--- src/lmf_params.svh ---
// Constants of the multiplexed LCD frame controller.
// Assumes it is included by bare name, once per compile unit or guarded.
// Summary of operation
// - Mux field picks backplanes: 00 four, 01 one, 10 two, 11 three.
// - Base field divides reference by 512,386,256,192,128,96,64; code 111 reserved.
// - Frame lasts one base period per active backplane, so rate is base over count.
// - Bias divider is off whenever the driver is off.
// - Thirds bias serves 1/1, 1/3, 1/4; half bias is flagged for 1/2.
// - A set RAM bit turns its element on; a clear bit keeps it off.
// - Display RAM is never cleared or initialised by reset.
// - RAM bytes of unused backplanes stay plain read/write storage.
// - Six bytes per backplane from E0; segments from bit 3 of first byte.
// - STOP while on internal clock switches off and grounds all lines.
// - Source field: 000 off, 001 auxiliary, 010/111 reserved, others divide core clock.
// - Source change applies at frame end, or at once while the display is off; software feeds clocks before STOP.
// - Mode register at DC: mux bits 7-6, source 5-3, base 2-0.
// - Source codes 011..110 divide core clock by 32, 64, 128, 256.
// - Oscillator failure grounds every segment and backplane line.
`ifndef LMF_PARAMS_SVH
`define LMF_PARAMS_SVH
// ==========================================================================
// Register map
`define LMF_ADDR_MODE      8'hdc
`define LMF_ADDR_STATUS    8'hf8
`define LMF_ADDR_RAM_FIRST 8'he0
`define LMF_ADDR_RAM_LAST  8'hf7
`define LMF_MODE_RESET     8'h00
`define LMF_RAM_DEPTH      5'h18
`define LMF_BYTES_PER_BP   3'h6
// ==========================================================================
// Field codes
`define LMF_MUX_QUAD   2'h0
`define LMF_MUX_SINGLE 2'h1
`define LMF_MUX_HALF   2'h2
`define LMF_MUX_THIRD  2'h3
`define LMF_SRC_OFF    3'h0
`define LMF_SRC_AUX    3'h1
`define LMF_SRC_RES_A  3'h2
`define LMF_SRC_RES_B  3'h7
`define LMF_BASE_RES   3'h7
`define LMF_SEG_LSB    3
// ==========================================================================
// Divisors
`define LMF_DIV_512 10'h200
`define LMF_DIV_386 10'h182
`define LMF_DIV_256 10'h100
`define LMF_DIV_192 10'h0c0
`define LMF_DIV_128 10'h080
`define LMF_DIV_96  10'h060
`define LMF_DIV_64  10'h040
`define LMF_INT_32  9'h020
`define LMF_INT_64  9'h040
`define LMF_INT_128 9'h080
`define LMF_INT_256 9'h100
`endif

--- src/lmf_pkg.sv ---
// Types and shared decoding of the LCD frame controller.
// Assumes lmf_params.svh is on the include path.
`include "lmf_params.svh"
package lmf_pkg;
  // ========================================================================
  // Carriers
  typedef struct packed {
    logic [1:0] mux;
    logic [2:0] src;
    logic [2:0] base;
  } lmf_mode_t;
  typedef struct packed {
    logic [7:0] addr;
    logic [7:0] wdata;
    logic       wr;
    logic       rd;
  } lmf_bus_req_t;
  typedef struct packed {
    logic [3:0]  backplane;
    logic [44:0] segment;
    logic        drive_en;
    logic        bias_en;
    logic        half_bias;
    logic        polarity;
  } lmf_drive_t;
  typedef struct packed {
    logic [2:0] src;
    logic [1:0] slot;
    logic       stop_gnd;
    logic       osc_fail;
    logic       disp_on;
  } lmf_status_t;
  typedef enum logic [1:0] {LMF_IDLE, LMF_FETCH, LMF_SHOW} lmf_state_t;
  // ========================================================================
  // Decoding
  function automatic logic [2:0] lmf_backplanes(input logic [1:0] mux);
    unique case (mux)
      `LMF_MUX_QUAD:   return 3'h4;
      `LMF_MUX_SINGLE: return 3'h1;
      `LMF_MUX_HALF:   return 3'h2;
      `LMF_MUX_THIRD:  return 3'h3;
    endcase
  endfunction
  function automatic logic [9:0] lmf_base_div(input logic [2:0] base);
    case (base)
      3'h0:    return `LMF_DIV_512;
      3'h1:    return `LMF_DIV_386;
      3'h2:    return `LMF_DIV_256;
      3'h3:    return `LMF_DIV_192;
      3'h4:    return `LMF_DIV_128;
      3'h5:    return `LMF_DIV_96;
      default: return `LMF_DIV_64;
    endcase
  endfunction
  function automatic logic [8:0] lmf_int_div(input logic [2:0] src);
    case (src)
      3'h3:    return `LMF_INT_32;
      3'h4:    return `LMF_INT_64;
      3'h5:    return `LMF_INT_128;
      default: return `LMF_INT_256;
    endcase
  endfunction
  // Reserved codes are treated as a display that stays off.
  function automatic logic lmf_cfg_ok(input lmf_mode_t m);
    return m.src != `LMF_SRC_OFF && m.src != `LMF_SRC_RES_A &&
           m.src != `LMF_SRC_RES_B && m.base != `LMF_BASE_RES;
  endfunction
endpackage

--- src/lmf_frame_ctrl.sv ---
// Frame controller: mode register, display RAM scan and backplane slots.
// Assumes the bus master keeps strobes one cycle long and never both at once.
//
// Strobed register access is this design's own decision.
`timescale 1ns/1ps
`include "lmf_params.svh"
module lmf_frame_ctrl (
  input  logic                  clk_i,
  input  logic                  rst_n_i,
  input  lmf_pkg::lmf_bus_req_t bus_i,
  output logic [7:0]            reg_rdata_o,
  input  logic                  aux_tick_i,
  input  logic                  stop_mode_i,
  input  logic                  osc_fail_i,
  output lmf_pkg::lmf_drive_t   drive_o
);
  // ========================================================================
  // Declarations
  lmf_pkg::lmf_mode_t   mode_r;
  lmf_pkg::lmf_mode_t   act_r;
  lmf_pkg::lmf_state_t  state_r;
  lmf_pkg::lmf_status_t status_w;
  logic [1:0]  slot_r;
  logic [9:0]  tick_r;
  logic [2:0]  fetch_r;
  logic [39:0] shadow_r;
  logic [3:0]  bp_r;
  logic [44:0] seg_r;
  logic        disp_r;
  logic        pol_r;
  logic        rd_ram_r;
  logic [7:0]  rd_data_r;
  logic        ref_tick;
  logic        fault_w;
  logic        stop_gnd_w;
  logic        slot_end_w;
  logic        frame_end_w;
  logic        ram_wr_w;
  logic        ram_rd_w;
  logic [7:0]  ram_off_w;
  logic [4:0]  scan_idx_w;
  logic [7:0]  ram_a;
  logic [7:0]  ram_b;
  logic [47:0] row_w;

  function automatic logic ram_hit(input logic [7:0] a);
    return a >= `LMF_ADDR_RAM_FIRST && a <= `LMF_ADDR_RAM_LAST;
  endfunction

  // ========================================================================
  // Fault and slot timing
  // STOP halts the core clock, so only the auxiliary source survives it.
  assign stop_gnd_w = stop_mode_i && act_r.src != `LMF_SRC_AUX;
  assign fault_w    = osc_fail_i || stop_gnd_w;
  // One slot is one base period, so the frame scales with backplanes.
  assign slot_end_w = state_r == lmf_pkg::LMF_SHOW && ref_tick &&
                      tick_r == lmf_pkg::lmf_base_div(act_r.base) - 10'h001;
  assign frame_end_w = slot_end_w &&
                       {1'b0, slot_r} == lmf_pkg::lmf_backplanes(act_r.mux) - 3'h1;

  lmf_ref_div u_ref_div (
    .clk_i      (clk_i),
    .rst_n_i    (rst_n_i),
    .run_i      (state_r != lmf_pkg::LMF_IDLE && !fault_w),
    .src_i      (act_r.src),
    .aux_tick_i (aux_tick_i),
    .ref_tick_o (ref_tick)
  );

  // ========================================================================
  // Register bus
  assign ram_off_w = bus_i.addr - `LMF_ADDR_RAM_FIRST;
  assign ram_wr_w  = bus_i.wr && ram_hit(bus_i.addr);
  assign ram_rd_w  = bus_i.rd && ram_hit(bus_i.addr);

  always_ff @(posedge clk_i) begin
    if (!rst_n_i) begin
      mode_r <= `LMF_MODE_RESET;
    end else if (bus_i.wr && bus_i.addr == `LMF_ADDR_MODE) begin
      mode_r <= bus_i.wdata;
    end
  end

  assign status_w = '{src: act_r.src, slot: slot_r, stop_gnd: stop_gnd_w,
                      osc_fail: osc_fail_i, disp_on: disp_r};

  always_ff @(posedge clk_i) begin
    if (!rst_n_i || !bus_i.rd) begin
      rd_data_r <= 8'h00;
      rd_ram_r  <= 1'b0;
    end else begin
      rd_ram_r <= ram_rd_w;
      if (bus_i.addr == `LMF_ADDR_MODE) begin
        rd_data_r <= mode_r;
      end else if (bus_i.addr == `LMF_ADDR_STATUS) begin
        rd_data_r <= status_w;
      end else begin
        rd_data_r <= 8'h00;
      end
    end
  end

  assign reg_rdata_o = rd_data_r | (rd_ram_r ? ram_a : 8'h00);

  // ========================================================================
  // Display RAM
  // Six bytes per backplane: slot times six plus the byte in the row.
  assign scan_idx_w = {1'b0, slot_r, 2'b00} + {2'b00, slot_r, 1'b0} +
                      {2'b00, fetch_r};

  lmf_ram u_ram (
    .clk_i     (clk_i),
    .rst_n_i   (rst_n_i),
    .wr_i      (ram_wr_w),
    .waddr_i   (ram_off_w[4:0]),
    .wdata_i   (bus_i.wdata),
    .a_addr_i  (ram_off_w[4:0]),
    .a_rdata_o (ram_a),
    .b_addr_i  (scan_idx_w),
    .b_rdata_o (ram_b)
  );

  // ========================================================================
  // Frame sequencer
  always_ff @(posedge clk_i) begin
    if (!rst_n_i) begin
      state_r <= lmf_pkg::LMF_IDLE;
      act_r   <= `LMF_MODE_RESET;
      slot_r  <= 2'h0;
      pol_r   <= 1'b0;
    end else begin
      unique case (state_r)
        lmf_pkg::LMF_IDLE: begin
          // No frame runs, so a new setting can be taken at once.
          act_r  <= mode_r;
          slot_r <= 2'h0;
          if (!osc_fail_i && !stop_mode_i && lmf_pkg::lmf_cfg_ok(mode_r)) begin
            state_r <= lmf_pkg::LMF_FETCH;
          end
        end
        lmf_pkg::LMF_FETCH: begin
          if (fault_w) begin
            state_r <= lmf_pkg::LMF_IDLE;
          end else if (fetch_r == `LMF_BYTES_PER_BP) begin
            state_r <= lmf_pkg::LMF_SHOW;
          end
        end
        lmf_pkg::LMF_SHOW: begin
          if (fault_w) begin
            state_r <= lmf_pkg::LMF_IDLE;
          end else if (frame_end_w) begin
            act_r   <= mode_r;
            slot_r  <= 2'h0;
            pol_r   <= ~pol_r;
            state_r <= lmf_pkg::lmf_cfg_ok(mode_r) ? lmf_pkg::LMF_FETCH
                                                   : lmf_pkg::LMF_IDLE;
          end else if (slot_end_w) begin
            slot_r  <= slot_r + 2'h1;
            state_r <= lmf_pkg::LMF_FETCH;
          end
        end
      endcase
    end
  end

  always_ff @(posedge clk_i) begin
    if (!rst_n_i || state_r != lmf_pkg::LMF_SHOW) begin
      tick_r <= 10'h000;
    end else if (ref_tick) begin
      tick_r <= tick_r + 10'h001;
    end
  end

  always_ff @(posedge clk_i) begin
    if (!rst_n_i || state_r != lmf_pkg::LMF_FETCH) begin
      fetch_r <= 3'h0;
    end else begin
      fetch_r <= fetch_r + 3'h1;
    end
  end

  // Read data lag the address by a cycle, so byte k lands at count k+1.
  always_ff @(posedge clk_i) begin
    if (!rst_n_i) begin
      shadow_r <= 40'h00_0000_0000;
    end else if (state_r == lmf_pkg::LMF_FETCH && fetch_r != 3'h0) begin
      shadow_r <= {ram_b, shadow_r[39:8]};
    end
  end

  assign row_w = {ram_b, shadow_r};

  // ========================================================================
  // Drive outputs
  // Segments and backplanes are held at ground whenever the driver is off.
  always_ff @(posedge clk_i) begin
    if (!rst_n_i || state_r == lmf_pkg::LMF_IDLE || fault_w) begin
      disp_r <= 1'b0;
      bp_r   <= 4'h0;
      seg_r  <= 45'h0000_0000_0000;
    end else if (state_r == lmf_pkg::LMF_FETCH && fetch_r == `LMF_BYTES_PER_BP) begin
      disp_r <= 1'b1;
      bp_r   <= 4'h1 << slot_r;
      seg_r  <= row_w[47:`LMF_SEG_LSB];
    end
  end

  assign drive_o = '{backplane: bp_r, segment: seg_r, drive_en: disp_r,
                     bias_en: disp_r,
                     half_bias: disp_r && act_r.mux == `LMF_MUX_HALF,
                     polarity: disp_r && pol_r};
endmodule

--- src/lmf_ram.sv ---
// Display RAM of the LCD frame controller: one write port, two read ports.
// Assumes indices below the depth; other indices read as zero.
`timescale 1ns/1ps
`include "lmf_params.svh"
module lmf_ram (
  input  logic       clk_i,
  input  logic       rst_n_i,
  input  logic       wr_i,
  input  logic [4:0] waddr_i,
  input  logic [7:0] wdata_i,
  input  logic [4:0] a_addr_i,
  output logic [7:0] a_rdata_o,
  input  logic [4:0] b_addr_i,
  output logic [7:0] b_rdata_o
);
  logic [7:0] mem [0:23];

  // The array has no reset, so its content is kept through reset.
  always_ff @(posedge clk_i) begin
    if (wr_i && waddr_i < `LMF_RAM_DEPTH) begin
      mem[waddr_i] <= wdata_i;
    end
  end

  always_ff @(posedge clk_i) begin
    if (!rst_n_i) begin
      a_rdata_o <= 8'h00;
      b_rdata_o <= 8'h00;
    end else begin
      a_rdata_o <= (a_addr_i < `LMF_RAM_DEPTH) ? mem[a_addr_i] : 8'h00;
      b_rdata_o <= (b_addr_i < `LMF_RAM_DEPTH) ? mem[b_addr_i] : 8'h00;
    end
  end
endmodule

--- src/lmf_ref_div.sv ---
// Reference tick source: divided core clock or auxiliary oscillator tick.
// Assumes aux_tick_i is a one-cycle pulse synchronous to clk_i.
`timescale 1ns/1ps
`include "lmf_params.svh"
module lmf_ref_div (
  input  logic       clk_i,
  input  logic       rst_n_i,
  input  logic       run_i,
  input  logic [2:0] src_i,
  input  logic       aux_tick_i,
  output logic       ref_tick_o
);
  logic [8:0] cnt_r;
  logic [8:0] div_w;
  logic       aux_w;

  assign div_w = lmf_pkg::lmf_int_div(src_i);
  assign aux_w = (src_i == `LMF_SRC_AUX);

  always_ff @(posedge clk_i) begin
    if (!rst_n_i || !run_i || aux_w) begin
      cnt_r <= 9'h000;
    end else if (cnt_r == div_w - 9'h001) begin
      cnt_r <= 9'h000;
    end else begin
      cnt_r <= cnt_r + 9'h001;
    end
  end

  always_ff @(posedge clk_i) begin
    if (!rst_n_i || !run_i) begin
      ref_tick_o <= 1'b0;
    end else if (aux_w) begin
      ref_tick_o <= aux_tick_i;
    end else begin
      ref_tick_o <= (cnt_r == div_w - 9'h001);
    end
  end
endmodule

--- config.mk ---
export PLATFORM = sky130hd
export DESIGN_NAME = lmf_frame_ctrl
export DESIGN_NICKNAME = d
export VERILOG_FILES = /design/src/lmf_pkg.sv /design/src/lmf_frame_ctrl.sv /design/src/lmf_ram.sv /design/src/lmf_ref_div.sv
export VERILOG_INCLUDE_DIRS = /design/src
export SDC_FILE = /design/constraint.sdc
export NUM_CORES = 1
export LEC_CHECK = 0
export BUFFER_PORTS_ARGS = -buffer_cell sky130_fd_sc_hd__buf_2
export CAP_MARGIN = 20
export CORE_UTILIZATION = 30
export CTS_CLUSTER_DIAMETER = 30
export DETAILED_ROUTE_END_ITERATION = 10
export SLEW_MARGIN = 20
export SYNTH_ARGS = -nofsm -noshare
export SYNTH_HDL_FRONTEND = slang
export SYNTH_SLANG_ARGS = --single-unit
--- constraint.sdc ---
create_clock -name clk_i -period 2.5 [get_ports clk_i]
set_input_delay 0.25 -clock clk_i [delete_from_list [all_inputs] [get_ports clk_i]]
set_output_delay 0.25 -clock clk_i [all_outputs]
set_load 0.05 [all_outputs]
==> flow_metrics.tcl <==
set metrics [dict create \
    synth_area_um2 15200 \
    fp-row-count 82 \
    start_util_pct 30.4 \
    cp.arrival_ns 2.80 \
    fin_crit_ns 2.36 \
    hold_start "aux_tick_i" \
    clock_sinks 348 \
    rsz0062_at_grt "false" \
    synth_seq_cells 348 \
    num_vias 10000 \
    timing.rr.start "slot_r[0]$_SDFFE_PN0P_" \
    synthDistinctLibCells 51 \
    die_h_um 227 \
    clk_latency_ns 0.58 \
    dp_slack_ns 0.0736 \
    grt_pass1_wl_mm 58.0 \
    syn-num-nets 1204 \
    numCtsBuffers 76 \
    ys_top_cells_by_area "edfxtp_1 (38%), dfxtp_1 (21%), mux4_2 (17%), nand2_1 (5.1%), a21oi_1 (2.1%)" \
    drc 0 \
    setup_viol 0 \
    mostFrequentLayoutCells "nand2_1 (207), edfxtp_1 (192), dfxtp_1 (155)" \
    clockBufferDepth 3 \
    drive_gt1_share_pct 29.5 \
    synth_edf_count 192 \
    startpoint_type "flip-flop" \
    htree_levels 3 \
    ys_seq_area_share_pct 58.4 \
    finalCritPeriodShare_pct 94.2 \
    final_common_cell "nand2_1" \
    areaGrowthSynthToFinish_pct 26.8 \
    core_um2 50100 \
    yosysTopAreaCellShare_pct 37.9 \
    die_w_um 227 \
    max_slew.worst_pin.slew_ns 0.936 \
    dr.pass1.iters 5 \
    regArea_um2 8890 \
    ant_nets 0 \
    syn_avg_cell_area_um2 13.1 \
    grt-ovfl-total 0 \
    root_buffer "clkbuf_16" \
    nets 1355 \
    crit_top_cell "fa_1" \
    numPortBuffers 83 \
    grt_pass1_vias 10100 \
    grtUsageTotal_pct 14.7 \
    synth_ff_type "edfxtp_1" \
    drv_cap 0 \
    path_delay_family "adder cells" \
    drt_wl_total_mm 37.1 \
    dieArea_um2 51600 \
    antenna_found_initial 1 \
    hold_viol 0 \
    totalNegativeSetupSlack_ns 0 \
    dp_hpwl_mm 25.2 \
    path_cells "fa_1 -> ha_1 -> inv_1 -> fa_1 -> buf_4 -> mux4_2 -> a21oi_1 -> nor2_1" \
    avgViaCountPerCell 4.89 \
    yosysTopAreaCell "edfxtp_1" \
    final.setup.worst_slack_ns 0.144 \
    slew_headroom_pct 37.6 \
    multi_input_area_um2 5880 \
    hold_class "in2reg" \
    critPathBufInv 2 \
    postSynth.asyncResetShare_pct 0 \
    criticalPathCategory "reg2reg" \
    cp-end-kind "flip-flop" \
    leakagePower_nw 6.58 \
    io_pins 84 \
    power_density_nw_per_um2 844 \
    fmax_mhz 424 \
    critPathMaxStageDelay_ns 0.54 \
    cp_slowest_cell "fa_1" \
    status "finished clean" \
    place.gp.congestion 0.772 \
    syn_inst 1161 \
    path_clk_slew_ns 0.05 \
    critPathLaunch "slot_r[0]$_SDFFE_PN0P_" \
    ys_warn_count 0 \
    wl_per_cell_um 18.1 \
    post-cts-setup-buffer-count 0 \
    drt-initial-drc-count 732 \
    nFillCells 4766 \
    clock_skew_ns 0.0298 \
    grt_max_degree 49 \
    vdd_drop_max_uv 500 \
    cts_tree "built" \
    critPathMaxFanout 9 \
    finalMaxSlewViolations 0 \
    crit_required_ns 2.95 \
]
## through the flow
stage | util, % | instance area (µm²) | total power [mW] | hold slack, ns | instances
floorplan | - | 15200 | 6.45 | 0.349 | 1161
global placement | 33.4 | 16700 | 6.60 | 0.443 | 1905
detailed placement | 33.4 | 16700 | 6.60 | 0.444 | 1905
CTS | 38.5 | 19300 | 16.4 | 0.0175 | 2046
global route | 38.5 | 19300 | 16.8 | 0.0308 | 2046
finish | 38.5 | 19300 | 16.3 | 0.0395 | 2047
## metal layers
metal,global-route usage (%),vias up,share of wire [%]
met5,0,-,0
met4,5.39,0,2.5
met3,2.98,65,4.8
met2,24.2,274,49
met1,19.1,5034,43
li1,-,4628,-
## area by class of cell
type                            count  area share (%)
Tap cell                          672            4.36
Antenna cell                        1          0.0130
Sequential cell                   348            46.1
Clock inverter                     50            2.76
Timing Repair Buffer              155            5.37
Clock buffer                       90            10.5
Inverter                           22           0.428
Multi-Input combinational cell    709            30.5
## report_power, final
| group | internal [mW] | total (mW) | leakage (nW) | switching (mW) |
|---|---|---|---|---|
| Clock | 6.54 | 9.78 | 1.24 | 3.24 |
| Combinational | 0.180 | 0.415 | 2.36 | 0.235 |
| Sequential | 6.06 | 6.08 | 2.99 | 0.0178 |
## worst paths after layout
| path | end | slack, ns | cells after the start |
|---|---|---|---|
| worst max-delay path | u_ram.b_rdata_o[5]$_SDFF_PN0_ | 0.14 | 8 |
| worst min-delay path | u_ref_div.ref_tick_o$_SDFF_PP0_ | 0.04 | 3 |
| worst max register to register | u_ram.b_rdata_o[5]$_SDFF_PN0_ | 0.14 | 8 |
| worst min register to register | seg_r[34]$_SDFFE_PP0P_ | 0.45 | 2 |
## state kept, by name, indices dropped and copies added (netlist names), 9 cells and up
signal / flops
u_ref_div.cnt_r: 9
tick_r: 10
seg_r: 45
u_ram.mem: 192
shadow_r: 37
## kinds of logic after synthesis
kind of cell,after synthesis,share of synthesized area (%)
compound gates,160,6.77
xor+xnor,24,1.38
fa+ha+maj,20,1.74
buf+inv,104,3.00
flops,348,58.4
mux,135,18.1
simple gates,370,10.5
## synth_stat cells, types with 2 or more instances
cell / count
mux2i_1: 22
a21o_1: 9
nor2_1: 70
ha_1: 18
o2111ai_1: 4
nor3b_1: 2
o22ai_1: 9
and3_1: 4
o21ai_0: 4
buf_2: 17
a21oi_1: 63
or3b_1: 3
nand3b_1: 3
a21boi_1: 8
mux4_2: 112
xor2_1: 12
nor3_1: 17
dfxtp_1: 156
nand2b_1: 3
o21ai_1: 10
or3_1: 4
buf_4: 2
xnor2_1: 12
nand3_1: 29
nand4_1: 7
a21boi_0: 37
inv_1: 22
buf_1: 6
and2_1: 11
buf_6: 5
fa_1: 2
nor4b_1: 2
nand4b_1: 3
edfxtp_1: 192
a22oi_1: 8
nand2_1: 207
clkbuf_1: 52
## tightest hold or removal path: cells and delay by family
family                 cells  cell delay (ns)
buffers and inverters      1             0.08
AND/OR/NAND/NOR            2             0.22
## what timing repair did
action	4_1_cts	5_1_grt
hold buffers	1	0
hold endpoints to repair	1	0
gates resized for setup	0	1
endpoints found under the setup margin	0	10
No activity file was read; power rests on OpenSTA's default activity.
